[config.mk]
export PLATFORM = sky130hd
export DESIGN_NAME = rsh_device_flat
export DESIGN_NICKNAME = d
export VERILOG_FILES = /design/src/rtl/rsh_pkg.sv /design/src/rtl/rsh_link_if.sv /design/src/rtl/rsh_device.sv /design/src/flat_wrapper.sv
export SDC_FILE = /design/constraint.sdc
export NUM_CORES = 2
export LEC_CHECK = 0
export BUFFER_PORTS_ARGS = -buffer_cell sky130_fd_sc_hd__buf_2
export CORE_MARGIN = 2
export CORE_UTILIZATION = 61
export DETAILED_ROUTE_END_ITERATION = 16
export PLACE_DENSITY = 0.85
export SETUP_SLACK_MARGIN = 0.2
export SLEW_MARGIN = 20
export SYNTH_ARGS = -nofsm -noshare
export SYNTH_HDL_FRONTEND = slang
export SYNTH_SLANG_ARGS = --single-unit
[constraint.sdc]
create_clock -name clk -period 13 [get_ports clk]
set_input_delay 2.6 -clock clk [delete_from_list [all_inputs] [get_ports clk]]
set_output_delay 2.6 -clock clk [all_outputs]
set_load 0.005 [all_outputs]
[src/rtl/rsh_pkg.sv]
// Shared constants, types and helpers for the remote station handshake.
package rsh_pkg;

  // ----------------------------------------------------------------
  // Link geometry
  // ----------------------------------------------------------------
  localparam int USER_BITS = 112;
  localparam int UA_WORDS = 16;
  localparam int SA_WORDS = 32;
  localparam int RELAY_BASE = 24;
  localparam int MON_ENTRIES = 4;
  localparam logic [10:0] TAG_WORD = 11'h00D;
  localparam logic [10:0] BASE_MIN = 11'h014;
  localparam logic [10:0] BASE_MAX = 11'h7BC;
  localparam logic [5:0] STATION_MAX2 = 6'h3F;
  localparam logic [5:0] STATION_MAX3 = 6'h3E;
  localparam logic [5:0] STATION_MAX4 = 6'h3D;
  localparam logic [6:0] M_STEP = 7'h02;
  localparam logic [6:0] POINTS2 = 7'h30;
  localparam logic [6:0] POINTS3 = 7'h50;
  localparam logic [6:0] POINTS4 = 7'h70;
  localparam logic [2:0] N_OFF2 = 3'h3;
  localparam logic [2:0] N_OFF3 = 3'h5;
  localparam logic [2:0] N_OFF4 = 3'h7;

  // ----------------------------------------------------------------
  // System bit word layout
  // ----------------------------------------------------------------
  localparam int RX_DISP_DONE = 0;
  localparam int RX_TOUCH_DONE = 5;
  localparam int RX_TAG_REQ = 7;
  localparam int RX_INIT_DONE = 9;
  localparam int RX_ERROR = 10;
  localparam int RX_READY = 11;
  localparam int RY_DISP_REQ = 0;
  localparam int RY_MON_REQ = 1;
  localparam int RY_PER_REQ = 2;
  localparam int RY_INIT_REQ = 9;
  localparam int RY_ERR_RST = 10;
  localparam logic [15:0] RY_USED_MASK = 16'h0607;

  // ----------------------------------------------------------------
  // Master register map and command word fields
  // ----------------------------------------------------------------
  localparam logic [3:0] REG_CTRL = 4'h0;
  localparam logic [3:0] REG_CFG = 4'h1;
  localparam logic [3:0] REG_STATUS = 4'h2;
  localparam logic [3:0] REG_CMD = 4'h3;
  localparam logic [3:0] REG_WDATA = 4'h4;
  localparam logic [3:0] REG_RESULT = 4'h5;
  localparam logic [3:0] REG_CMDST = 4'h6;
  localparam logic [3:0] REG_AUTO = 4'h7;
  localparam logic [3:0] REG_TAG = 4'h8;
  localparam logic [3:0] REG_MAP = 4'h9;
  localparam logic [3:0] REG_MON = 4'hA;
  localparam int CMD_WRITE_BIT = 15;
  localparam int CMD_SYS_BIT = 14;
  localparam logic [15:0] CFG_RESET = 16'h0201;

  typedef enum logic [2:0] {
    SPD_156K = 3'h0,
    SPD_625K = 3'h1,
    SPD_2M5 = 3'h2,
    SPD_5M = 3'h3,
    SPD_10M = 3'h4
  } rsh_speed_t;

  function automatic logic [6:0] rsh_m_base(input logic [5:0] station);
    rsh_m_base = 7'({1'b0, station} - 7'h01) * M_STEP;
  endfunction

  function automatic logic [2:0] rsh_n_off(input logic [2:0] occ);
    case (occ)
      3'h3: rsh_n_off = N_OFF3;
      3'h4: rsh_n_off = N_OFF4;
      default: rsh_n_off = N_OFF2;
    endcase
  endfunction

  function automatic logic [6:0] rsh_points(input logic [2:0] occ);
    case (occ)
      3'h3: rsh_points = POINTS3;
      3'h4: rsh_points = POINTS4;
      default: rsh_points = POINTS2;
    endcase
  endfunction

  function automatic logic [5:0] rsh_station_max(input logic [2:0] occ);
    case (occ)
      3'h3: rsh_station_max = STATION_MAX3;
      3'h4: rsh_station_max = STATION_MAX4;
      default: rsh_station_max = STATION_MAX2;
    endcase
  endfunction

endpackage

[src/rtl/rsh_link_if.sv]
// Cyclic link between the master station and the remote panel station.
`timescale 1ns/1ps
interface rsh_link_if;
  import rsh_pkg::*;
  logic [15:0] ryWord;
  logic [15:0] rxWord;
  logic [USER_BITS-1:0] ryUser;
  logic [USER_BITS-1:0] rxUser;
  logic cmdValid;
  logic cmdWrite;
  logic cmdSys;
  logic [10:0] cmdAddr;
  logic [15:0] cmdData;
  logic rspValid;
  logic rspErr;
  logic [15:0] rspData;
  logic monValid;
  logic [1:0] monIdx;
  logic [15:0] monData;

  modport dev (
    input ryWord, ryUser, cmdValid, cmdWrite, cmdSys, cmdAddr, cmdData,
    output rxWord, rxUser, rspValid, rspErr, rspData, monValid, monIdx,
    output monData
  );
  modport mst (
    output ryWord, ryUser, cmdValid, cmdWrite, cmdSys, cmdAddr, cmdData,
    input rxWord, rxUser, rspValid, rspErr, rspData, monValid, monIdx,
    input monData
  );
endinterface

[src/rtl/rsh_device.sv]
// Remote panel station end: link bit mapping, handshake flags, word access.
//
// Function
// - Area base configurable within words 20 to 1980.
// - Ordinary mode refuses system and relay areas.
// - Command mode bits map to user bits.
// - Command mode words reach user or system.
// - Command mode blocks user writes, denies relay.
// - User bits sized 48, 80, 112 points.
// - Status word: done, touch, tag, init, error, ready.
// - Request word: display, monitor, periodic, init, reset.
// - Base word m is (station - 1) times 2.
// - Offset n is 3, 5 or 7.
// - Display done follows finish, cleared with request.
// - Word 13 write sets touch, tag; read clears.
// - Init done answers init request.
// - Init request and done both return off.
// - Error set on system area command error in command mode.
// - Ready only when online and linked.
// - Ready off when offline or loading.
// - Error reset request clears error flag.
// - Speed code 0 to 4 for 156k to 10M.
// - Station 1 to 63, 62 or 61 capped.
// - Monitor request in command mode returns registered system entries.
`timescale 1ns/1ps
module rsh_device
  import rsh_pkg::*;
(
  input wire logic clk, // 20 MHz system clock
  input wire logic rst, // synchronous reset, leaving online mode
  rsh_link_if.dev link, // cyclic link to the master
  input wire logic [5:0] stationNo, // station number
  input wire logic [2:0] occNodes, // occupied node count
  input wire logic cmdMode, // 1 command monitoring, 0 ordinary
  input wire logic [10:0] systemAreaBase, // start word of link areas
  input wire logic [2:0] linkSpeed, // speed code
  input wire logic online, // panel is in online mode
  input wire logic linkDone, // data linking completed
  input wire logic initLoading, // initial data being received
  input wire logic procDone, // panel finished requested processing
  input wire logic tagWrite, // panel writes system word 13
  input wire logic [15:0] tagData, // value written to word 13
  input wire logic [USER_BITS-1:0] rxUserIn, // panel user bits out
  output logic [USER_BITS-1:0] ryUserOut, // user bits from master
  output logic [6:0] mBase, // base bit word index
  output logic [2:0] nOffset, // offset to system bit word
  output logic [6:0] userPoints, // user bits per direction
  output logic cfgValid // settings are legal
);

  typedef struct packed {
    logic [15:0] rx;
    logic [USER_BITS-1:0] rxUser;
    logic [USER_BITS-1:0] ryUser;
    logic [6:0] mBase;
    logic [2:0] nOff;
    logic [6:0] points;
    logic cfgOk;
    logic rspValid;
    logic rspErr;
    logic [15:0] rspData;
    logic monValid;
    logic [1:0] monIdx;
    logic [15:0] monData;
    logic [UA_WORDS-1:0][15:0] userMem;
    logic [SA_WORDS-1:0][15:0] sysMem;
  } rsh_dev_st_t;

  rsh_dev_st_t st_q;
  rsh_dev_st_t st_d;

  // ----------------------------------------------------------------
  // Next state
  // ----------------------------------------------------------------
  always_comb begin
    logic [15:0] ry;
    logic [10:0] uIdx;
    logic [USER_BITS-1:0] mask;
    logic okCmd;
    logic sysErr;
    logic tagRead;
    logic finish;
    logic readyNow;
    st_d = st_q;
    ry = link.ryWord & RY_USED_MASK;
    uIdx = link.cmdAddr - systemAreaBase;
    mask = '0;
    okCmd = 1'b0;
    sysErr = 1'b0;
    tagRead = 1'b0;
    finish = 1'b0;
    readyNow = 1'b0;

    st_d.cfgOk = (occNodes >= 3'h2) && (occNodes <= 3'h4)
      && (stationNo != 6'h00)
      && (stationNo <= rsh_station_max(occNodes))
      && (systemAreaBase >= BASE_MIN) && (systemAreaBase <= BASE_MAX)
      && (linkSpeed <= 3'(SPD_10M));
    st_d.mBase = rsh_m_base(stationNo);
    st_d.nOff = rsh_n_off(occNodes);
    st_d.points = rsh_points(occNodes);
    for (int i = 0; i < USER_BITS; i++) begin
      mask[i] = (7'(i) < st_q.points) && st_q.cfgOk;
    end
    // bits map straight to user area in both modes
    st_d.rxUser = rxUserIn & mask;
    st_d.ryUser = link.ryUser & mask;

    // Word commands answer one cycle later, always.
    st_d.rspValid = link.cmdValid;
    st_d.rspErr = 1'b0;
    st_d.rspData = 16'h0000;
    if (link.cmdValid) begin
      if (link.cmdSys) begin
        // system area only in command mode
        okCmd = cmdMode && (link.cmdAddr < 11'(RELAY_BASE));
        sysErr = !okCmd && cmdMode;
        if (okCmd && link.cmdWrite) begin
          st_d.sysMem[link.cmdAddr[4:0]] = link.cmdData;
        end else if (okCmd) begin
          st_d.rspData = st_q.sysMem[link.cmdAddr[4:0]];
          tagRead = link.cmdAddr == TAG_WORD;
        end
      end else begin
        // user writes blocked in command mode
        okCmd = (uIdx < 11'(UA_WORDS)) && !(cmdMode && link.cmdWrite);
        if (okCmd && link.cmdWrite) begin
          st_d.userMem[uIdx[3:0]] = link.cmdData;
        end else if (okCmd) begin
          st_d.rspData = st_q.userMem[uIdx[3:0]];
        end
      end
      st_d.rspErr = !okCmd;
      finish = okCmd;
    end
    if (tagWrite) begin
      st_d.sysMem[TAG_WORD[4:0]] = tagData;
    end

    st_d.rx = st_q.rx & 16'h0EA1;
    // display done set on finish, dropped with request
    if (!ry[RY_DISP_REQ]) begin
      st_d.rx[RX_DISP_DONE] = 1'b0;
    end else if (finish || procDone) begin
      st_d.rx[RX_DISP_DONE] = 1'b1;
    end
    // word 13 handshake, a new write beats the read
    if (tagWrite) begin
      st_d.rx[RX_TOUCH_DONE] = 1'b1;
      st_d.rx[RX_TAG_REQ] = 1'b1;
    end else if (tagRead) begin
      st_d.rx[RX_TOUCH_DONE] = 1'b0;
      st_d.rx[RX_TAG_REQ] = 1'b0;
    end
    st_d.rx[RX_INIT_DONE] = ry[RY_INIT_REQ];
    // error sticky, set wins over reset
    if (sysErr) begin
      st_d.rx[RX_ERROR] = 1'b1;
    end else if (ry[RY_ERR_RST]) begin
      st_d.rx[RX_ERROR] = 1'b0;
    end
    // ready from online, linked, not loading and legal settings
    readyNow = online && linkDone && !initLoading && st_q.cfgOk;
    st_d.rx[RX_READY] = readyNow;

    st_d.monValid = ry[RY_MON_REQ] && cmdMode;
    if (ry[RY_MON_REQ] && cmdMode) begin
      st_d.monIdx = st_q.monIdx + 2'h1;
      st_d.monData = st_q.sysMem[st_q.monIdx];
    end else begin
      st_d.monIdx = 2'h0;
      st_d.monData = 16'h0000;
    end
  end

  // ----------------------------------------------------------------
  // State register
  // ----------------------------------------------------------------
  always_ff @(posedge clk) begin
    if (rst) begin
      st_q <= '0;
    end else begin
      st_q <= st_d;
    end
  end

  assign link.rxWord = st_q.rx;
  assign link.rxUser = st_q.rxUser;
  assign link.rspValid = st_q.rspValid;
  assign link.rspErr = st_q.rspErr;
  assign link.rspData = st_q.rspData;
  assign link.monValid = st_q.monValid;
  assign link.monIdx = st_q.monIdx;
  assign link.monData = st_q.monData;
  assign ryUserOut = st_q.ryUser;
  assign mBase = st_q.mBase;
  assign nOffset = st_q.nOff;
  assign userPoints = st_q.points;
  assign cfgValid = st_q.cfgOk;

endmodule

[src/flat_wrapper.sv]
// flat-port wrapper written by rule: the top's interface ports become plain ports
module rsh_device_flat import rsh_pkg::*;
  (clk, rst, stationNo, occNodes, cmdMode, systemAreaBase, linkSpeed, online, linkDone, initLoading, procDone, tagWrite, tagData, rxUserIn, ryUserOut, mBase, nOffset, userPoints, cfgValid, link_ryWord, link_ryUser, link_cmdValid, link_cmdWrite, link_cmdSys, link_cmdAddr, link_cmdData, link_rxWord, link_rxUser, link_rspValid, link_rspErr, link_rspData, link_monValid, link_monIdx, link_monData);
  rsh_link_if link_i ();
  input wire logic clk;
  input wire logic rst;
  input wire logic [5:0] stationNo;
  input wire logic [2:0] occNodes;
  input wire logic cmdMode;
  input wire logic [10:0] systemAreaBase;
  input wire logic [2:0] linkSpeed;
  input wire logic online;
  input wire logic linkDone;
  input wire logic initLoading;
  input wire logic procDone;
  input wire logic tagWrite;
  input wire logic [15:0] tagData;
  input wire logic [USER_BITS-1:0] rxUserIn;
  output logic [USER_BITS-1:0] ryUserOut;
  output logic [6:0] mBase;
  output logic [2:0] nOffset;
  output logic [6:0] userPoints;
  output logic cfgValid;
  input wire logic [$bits(link_i.ryWord)-1:0] link_ryWord;
  input wire logic [$bits(link_i.ryUser)-1:0] link_ryUser;
  input wire logic [$bits(link_i.cmdValid)-1:0] link_cmdValid;
  input wire logic [$bits(link_i.cmdWrite)-1:0] link_cmdWrite;
  input wire logic [$bits(link_i.cmdSys)-1:0] link_cmdSys;
  input wire logic [$bits(link_i.cmdAddr)-1:0] link_cmdAddr;
  input wire logic [$bits(link_i.cmdData)-1:0] link_cmdData;
  output wire logic [$bits(link_i.rxWord)-1:0] link_rxWord;
  output wire logic [$bits(link_i.rxUser)-1:0] link_rxUser;
  output wire logic [$bits(link_i.rspValid)-1:0] link_rspValid;
  output wire logic [$bits(link_i.rspErr)-1:0] link_rspErr;
  output wire logic [$bits(link_i.rspData)-1:0] link_rspData;
  output wire logic [$bits(link_i.monValid)-1:0] link_monValid;
  output wire logic [$bits(link_i.monIdx)-1:0] link_monIdx;
  output wire logic [$bits(link_i.monData)-1:0] link_monData;
  assign link_i.ryWord = link_ryWord;
  assign link_i.ryUser = link_ryUser;
  assign link_i.cmdValid = link_cmdValid;
  assign link_i.cmdWrite = link_cmdWrite;
  assign link_i.cmdSys = link_cmdSys;
  assign link_i.cmdAddr = link_cmdAddr;
  assign link_i.cmdData = link_cmdData;
  assign link_rxWord = link_i.rxWord;
  assign link_rxUser = link_i.rxUser;
  assign link_rspValid = link_i.rspValid;
  assign link_rspErr = link_i.rspErr;
  assign link_rspData = link_i.rspData;
  assign link_monValid = link_i.monValid;
  assign link_monIdx = link_i.monIdx;
  assign link_monData = link_i.monData;
  rsh_device u_core (.clk(clk), .rst(rst), .link(link_i), .stationNo(stationNo), .occNodes(occNodes), .cmdMode(cmdMode), .systemAreaBase(systemAreaBase), .linkSpeed(linkSpeed), .online(online), .linkDone(linkDone), .initLoading(initLoading), .procDone(procDone), .tagWrite(tagWrite), .tagData(tagData), .rxUserIn(rxUserIn), .ryUserOut(ryUserOut), .mBase(mBase), .nOffset(nOffset), .userPoints(userPoints), .cfgValid(cfgValid));
endmodule
# ---- After elaboration in Yosys (flattened, before gate mapping)
# Cells that the tools add are included.
dict set report op_classes {
  n_bitwise 6
  n_eq_ne 3
  muxes 39
  n_addsub 3
  magnitude_cmp 125
  reduce_logical 147
}
# op count
set ops {}
lappend ops {{$mux W512} 2}
lappend ops {{$mux W768} 1}
lappend ops {{$bwmux W512} 1}
lappend ops {{$mux W256} 2}
lappend ops {{$lt A7 B7 Y1 const A} 48}
lappend ops {{$bwmux W256} 1}
lappend ops {{$and A112 B112 Y112} 2}
lappend ops {{$lt A6 B7 Y1 const A} 32}
lappend ops {{$mux W16} 11}
lappend ops {{$logic_and A1 B1 Y1} 130}
lappend ops {{$lt A5 B7 Y1 const A} 16}
lappend ops {{$bmux W16 S5} 1}
lappend ops {{$demux W16 S5} 1}
lappend ops {{$bmux W16 S4} 1}
lappend ops {{$demux W16 S4} 1}
lappend ops {{$lt A4 B7 Y1 const A} 8}
lappend ops {{$bmux W16 S2} 1}
lappend ops {{$lt A3 B7 Y1 const A} 4}
lappend ops {{$lt A11 B5 Y1 const B} 2}
lappend ops {{$lt A1 B7 Y1 const A} 2}
lappend ops {{$lt A2 B7 Y1 const A} 2}
lappend ops {{$pmux W7 S2} 1}
lappend ops {{$mux W1} 13}
lappend ops {{$eq A11 B4 Y1 const B} 1}
lappend ops {{other kinds (24)} 39}
dict set report totals {
  input_bits 317
  wordCells 389
  ff_bits 1062
  out_inout_bits 295
}

# ---- Longest topological paths before layout
dict set report logic_depth {
  depth_word 10
  depth_mapped 16
  mapped_depth_nobuf 10
}

# ---- Least setup slack after synthesis
# OpenSTA, ideal clock, no wires.
dict set report synth_path {
  path_kind {input to register}
  start {input port link_cmdAddr[0]}
  end {register u_core.st_q[549] in the netlist's numbering}
  slack_ns 6.914
  setup_time_ns 0.132
  cell_stages 16
  arrival_time_ns 5.954
  n_path_buf 6
  required_ns 12.868
  cell_sequence {buf_2 > buf_2 > buf_2 > inv_1 > ha_1 > fa_1 > nor2b_1 > o21ai_0 > nand2b_1 > mux2i_1 > nand4_1 > buf_2 > or4_1 > buf_4 > buf_6 > mux2i_1}
}
dict set report synth_between {
  elab_chain_cells 6
  elab_cells_between_ends 11
  cone_classes {add/sub: 1; order compare: 3; mux: 3; reduce/logical: 4}
}
# element line
set synth_lines {}
lappend synth_lines {{start, declared} flat_wrapper.sv:29} ;# input wire logic [$bits(link_i.cmdAddr)-1:0] link_cmdAddr;
lappend synth_lines {{$sub A11 B11 Y11 (*)} rsh_device.sv:86} ;# uIdx = link.cmdAddr - systemAreaBase;
lappend synth_lines {{$lt A4 B5 Y1 (implied by the code) / $ge A4 B1 Y1 (equally long branches)} rsh_device.sv:128} ;# st_d.userMem[uIdx[3:0]] = link.cmdData;
lappend synth_lines {{$logic_and A1 B1 Y1 (implied by the code)} rsh_device.sv:128}
lappend synth_lines {{$mux W16 (implied by the code)} rsh_device.sv:128}
lappend synth_lines {{$demux W16 S4} -}
lappend synth_lines {{$bwmux W256} rsh_device.sv:128}
lappend synth_lines {{end signal, assigned} rsh_device.sv:183} ;# st_q <= st_d;
lappend synth_lines {{end, declared} rsh_device.sv:69} ;# rsh_dev_st_t st_q;
# Every way passes the cells marked *; elsewhere a longest branch is shown, timed or not.
# A chain may end at the register's enable or synchronous reset.

# ---- Worst setup path after layout
dict set report layout_path {
  start {input port link_cmdAddr[0]}
  end {register u_core.st_q, in the netlist u_core.link.rspData[15]}
}
dict set report layout_between {
  elab_chain_cells 6
  elab_cells_between_ends 16
  cone_classes {add/sub: 1; order compare: 2; mux: 9; reduce/logical: 4}
}
# element line
set layout_lines {}
lappend layout_lines {{$sub A11 B11 Y11} rsh_device.sv:86}
lappend layout_lines {{$lt A11 B5 Y1 / $bmux W16 S4 (equally long branches)} {rsh_device.sv:126, rsh_device.sv:130}}
lappend layout_lines {{$logic_and A1 B1 Y1 / $mux W16 (equally long branches)} {rsh_device.sv:126, rsh_device.sv:130}}
lappend layout_lines {{$mux W16 / $logic_and A1 B1 Y1 (equally long branches)} {rsh_device.sv:129, rsh_device.sv:127}}
lappend layout_lines {{$mux W16} rsh_device.sv:127} ;# if (okCmd && link.cmdWrite) begin
lappend layout_lines {{$mux W16 (*)} rsh_device.sv:114} ;# if (link.cmdSys) begin
# Every way passes the cells marked *; elsewhere a longest branch is shown, timed or not. The select of a mux whose other input is x is not followed.

==> impl_summary.txt <==
----------------------------------------------------
[Timing]
  Final min period ... roughly 6400 ps
  Max Fclk ... approximately 160 MHz
  RSZ-0062 raised after global routing ... false
  Final sum of negative setup slack ... 0 ps
  Max_slew headroom ... around 15%
  Worst setup slack after layout ... 6580 ps
  Final period utilization ... 49.4%
  Final number of setup-violating endpoints ... 0
  Endpoints failing hold ... 0
  Slew at the pin closest to its max-slew limit ... about 1300 ps
  Largest clock skew in the final design ... approximately 26 ps
  Total count of max-transition violations in the final report ... 0

[Pwr]
  VDD IR max ... around 0.12 mV
  Static leakage ... roughly 19 nW
  Pwr/cell area ... around 140 nW/um^2

[Cells and area]
  Fillers ... approximately 4,900
  Area taken by multi-input logic gates ... approximately 18,000 um^2
  Final design utilization ... roughly two thirds
  Area added between synthesis and finish ... 10.3%
  Most frequent cells in the layout ... sky130_fd_sc_hd__dfxtp_1, sky130_fd_sc_hd__nand2_1, sky130_fd_sc_hd__buf_2
  Share of post-route cells with drive strength above 1 ... 25.0%
  Final #Nets ... 4,670
  Most common cell after layout, fill and taps aside ... sky130_fd_sc_hd__dfxtp_1
  FF/Latch Area ... about 20,000 um^2

[Clock tree]
  Clock-pin slew of the registers on the worst-case setup and hold paths ... ~60 ps
  Count of hold buffers inserted by post-cts repair ... 0
  Clock latency of the later-clocked register in the worst-skew pair ... 660 ps
  Post-CTS Setup Inserts ... 0
  Number of buffers added by the clock tree synthesis step ... 96
  # H-tree levels ... 3
  Sinks on the clock net ... 976
  Count of instances resized after the clock tree is built ... 0
  Root Driver ... sky130_fd_sc_hd__clkbuf_16
  TritonCTS clock tree ... built
  Bufs on Longest Clock Path ... 3

[Yosys]
  Primary flip-flop cell chosen by synthesis mapping ... sky130_fd_sc_hd__dfxtp_1
  Distinct cells, synth ... 65
  Cells taking the most area after synthesis ... sky130_fd_sc_hd__dfxtp_1, sky130_fd_sc_hd__mux4_2, sky130_fd_sc_hd__nand2_1, sky130_fd_sc_hd__mux2i_1, sky130_fd_sc_hd__buf_4
  YS warnings ... 0
  Mapped Cells ... 4,245
  Post-synthesis area per instance ... 9.71 um^2
  Post-synth top area share ... a little under half
  Proportion of synthesized chip area in sequential cells ... 47.4%
  Post-synth top area cell ... sky130_fd_sc_hd__dfxtp_1
  Cell Area, Synth ... 41,200 um^2
  Fraction of registers with async set or reset after synthesis ... 0%
  Register bit total from synthesis ... just under 1,000
  Number of flops mapped to enable cells by yosys ... 0

[Die]
  Initial core utilization ... 61.5%
  # IOs ... between 600 and 700
  Die boundary width ... roughly 260 um
  Core Footprint ... approximately 67,000 um^2
  Vertical extent of the die ... ~260 um
  Floorplan row count ... 95
  Full die area ... about 70,000 um^2

[Routing]
  Initial drt markers ... 5,160
  Pre-Repair DR Iteration Count ... 6
  Number of vias after detailed routing ... approximately 33,000
  Post-DR vias/cell ... 6.30
  Routed wirelength normalized by instance count ... about 26 um
  Detailed-route DRC error count ... 0
  Final wirelength ... between 100,000 and 150,000 um
  Count of nets left with antenna violations after detail routing ... 0

[Placement]
  Global placer's final weighted congestion ... 1.01
  Detailed Place HPWL ... approximately 95,000 um
  Worst Setup Slack post-DPL ... approximately 6200 ps
  Number of buffer cells added on primary ports ... 584

[Global route]
  Maximum number of pins on one net before global-route repair ... a little over 200
  First-pass GRT wire length ... 202,000 um
  Number of antenna violations at the first check in global routing ... between 40 and 50
  Total gr overflow ... 0
  Overall fraction of global-route tracks in use ... a little under 40%
  Number of global-route vias before repair ... roughly 31,000

[Setup path]
  Data required time of the critical path ... approximately 13,000 ps
  Worst stage delay on the critical path ... approximately 900 ps
  Critical path fanouts, max ... 48
  Buffers plus inverters on the worst setup path ... 3
  Kind of cell adding the most delay to the critical path ... buffers and inverters
  Arrival @ worst endpoint ... 6910 ps
  CP dominant cell by count ... sky130_fd_sc_hd__buf_4
  Worst-path cell chain ... buf_6 -> buf_4 -> buf_4 -> mux4_2 -> o22ai_1 -> nor4_1 -> o21ai_0 -> o31ai_1
  Class of the most critical setup path ... input pin to flop
  Startpoint Class ... input pin
  Critical Path Slowest Stage Cell ... sky130_fd_sc_hd__nor4_1
  Kind of capture point of the worst setup path ... flop

[Min path]
  Min-Delay Path Class ... flop to flop

[Outcome]
  Run status ... finished clean

[Job]
  Max capacitance violation total ... 0

----------------------------------------------------
==> where the power goes <==
| part | internal, W | switching, W |
|---|---|---|
| sequential | 0.00300 | 0.00000644 |
| clock | 0.00170 | 0.00119 |
| combinational | 0.000125 | 0.000281 |
==> routing by layer <==
metal	share of wire [%]	GRT usage [%]	vias to the layer above
li1	-	-	14461
met1	37	51.2	16066
met2	44	57.9	2405
met3	12	10.3	501
met4	6.2	21.4	24
met5	0.11	0.277	-
==> synth_stat cells (81+ instances only) <==
cell / count
sky130_fd_sc_hd__nand2_1: 817
sky130_fd_sc_hd__mux2i_1: 270
sky130_fd_sc_hd__o21ai_0: 82
sky130_fd_sc_hd__nor2b_1: 81
sky130_fd_sc_hd__buf_4: 303
sky130_fd_sc_hd__mux4_2: 191
sky130_fd_sc_hd__clkbuf_1: 282
sky130_fd_sc_hd__dfxtp_1: 976
sky130_fd_sc_hd__and2_1: 219
sky130_fd_sc_hd__a21oi_1: 358
sky130_fd_sc_hd__nor2_1: 82
sky130_fd_sc_hd__nand3_1: 108
==> layout make-up <==
type	instances	share of cell area, %
Antenna cell	25	0.138
Clock buffer	146	6.38
Clock inverter	26	0.869
Inverter	22	0.198
Multi-Input combinational cell	2596	39.5
Sequential cell	976	43.0
Tap cell	873	2.40
Timing Repair Buffer	647	7.55
==> state kept, by name, summed over array words and instances, names as in the netlist <==
signal / flops
u_core.st_q: 700
u_core.link.rxUser: 112
u_core.ryUserOut: 112
u_core.link.monData: 16
u_core.link.rspData: 16
u_core.mBase: 6
u_core.link.rxWord: 5
u_core.userPoints: 3
u_core.link.monIdx: 2
u_core.cfgValid: 1
u_core.link.monValid: 1
u_core.link.rspErr: 1
u_core.link.rspValid: 1
==> logic make-up after synthesis <==
family	after synthesis	share of synthesized area [%]
DFF	976	47.4
other	1	0.00910
xor gates and xnor gates	10	0.213
AOI/OAI and AO/OA	599	8.46
muxes	467	17.2
adders and majority gates	14	0.443
buffers and inverters	687	9.35
and+or+nand+nor	1491	17.0
==> through the flow <==
step	total power, W	cell area [um^2]	hold WS, ps	std cells
3_5_place_dp	0.00346	42100	442	5113
5_1_grt	0.00645	45400	467	5299
4_1_cts	0.00629	45400	448	5285
3_3_place_gp	0.00346	42100	435	5113
2_1_floorplan	0.00332	41300	429	4259
6_report	0.00630	45500	448	5311
==> worst min-delay path: stages (launching register included) <==
cell	delay [ps]
sky130_fd_sc_hd__dfxtp_1	310
sky130_fd_sc_hd__nand2_1	50
sky130_fd_sc_hd__a21oi_1	50
==> final timing paths <==
path                                        from                       to  slack, ps  cells after the start
worst max-delay path             link_cmdAddr[0]  u_core.link.rspData[15]       6580                      8
worst min-delay path            u_core.st_q[296]         u_core.st_q[296]        450                      2
worst max register to register  u_core.st_q[188]  u_core.link.rspData[12]      10170                      4
worst min register to register  u_core.st_q[296]         u_core.st_q[296]        450                      2
Power figures use the tool's default switching activity.
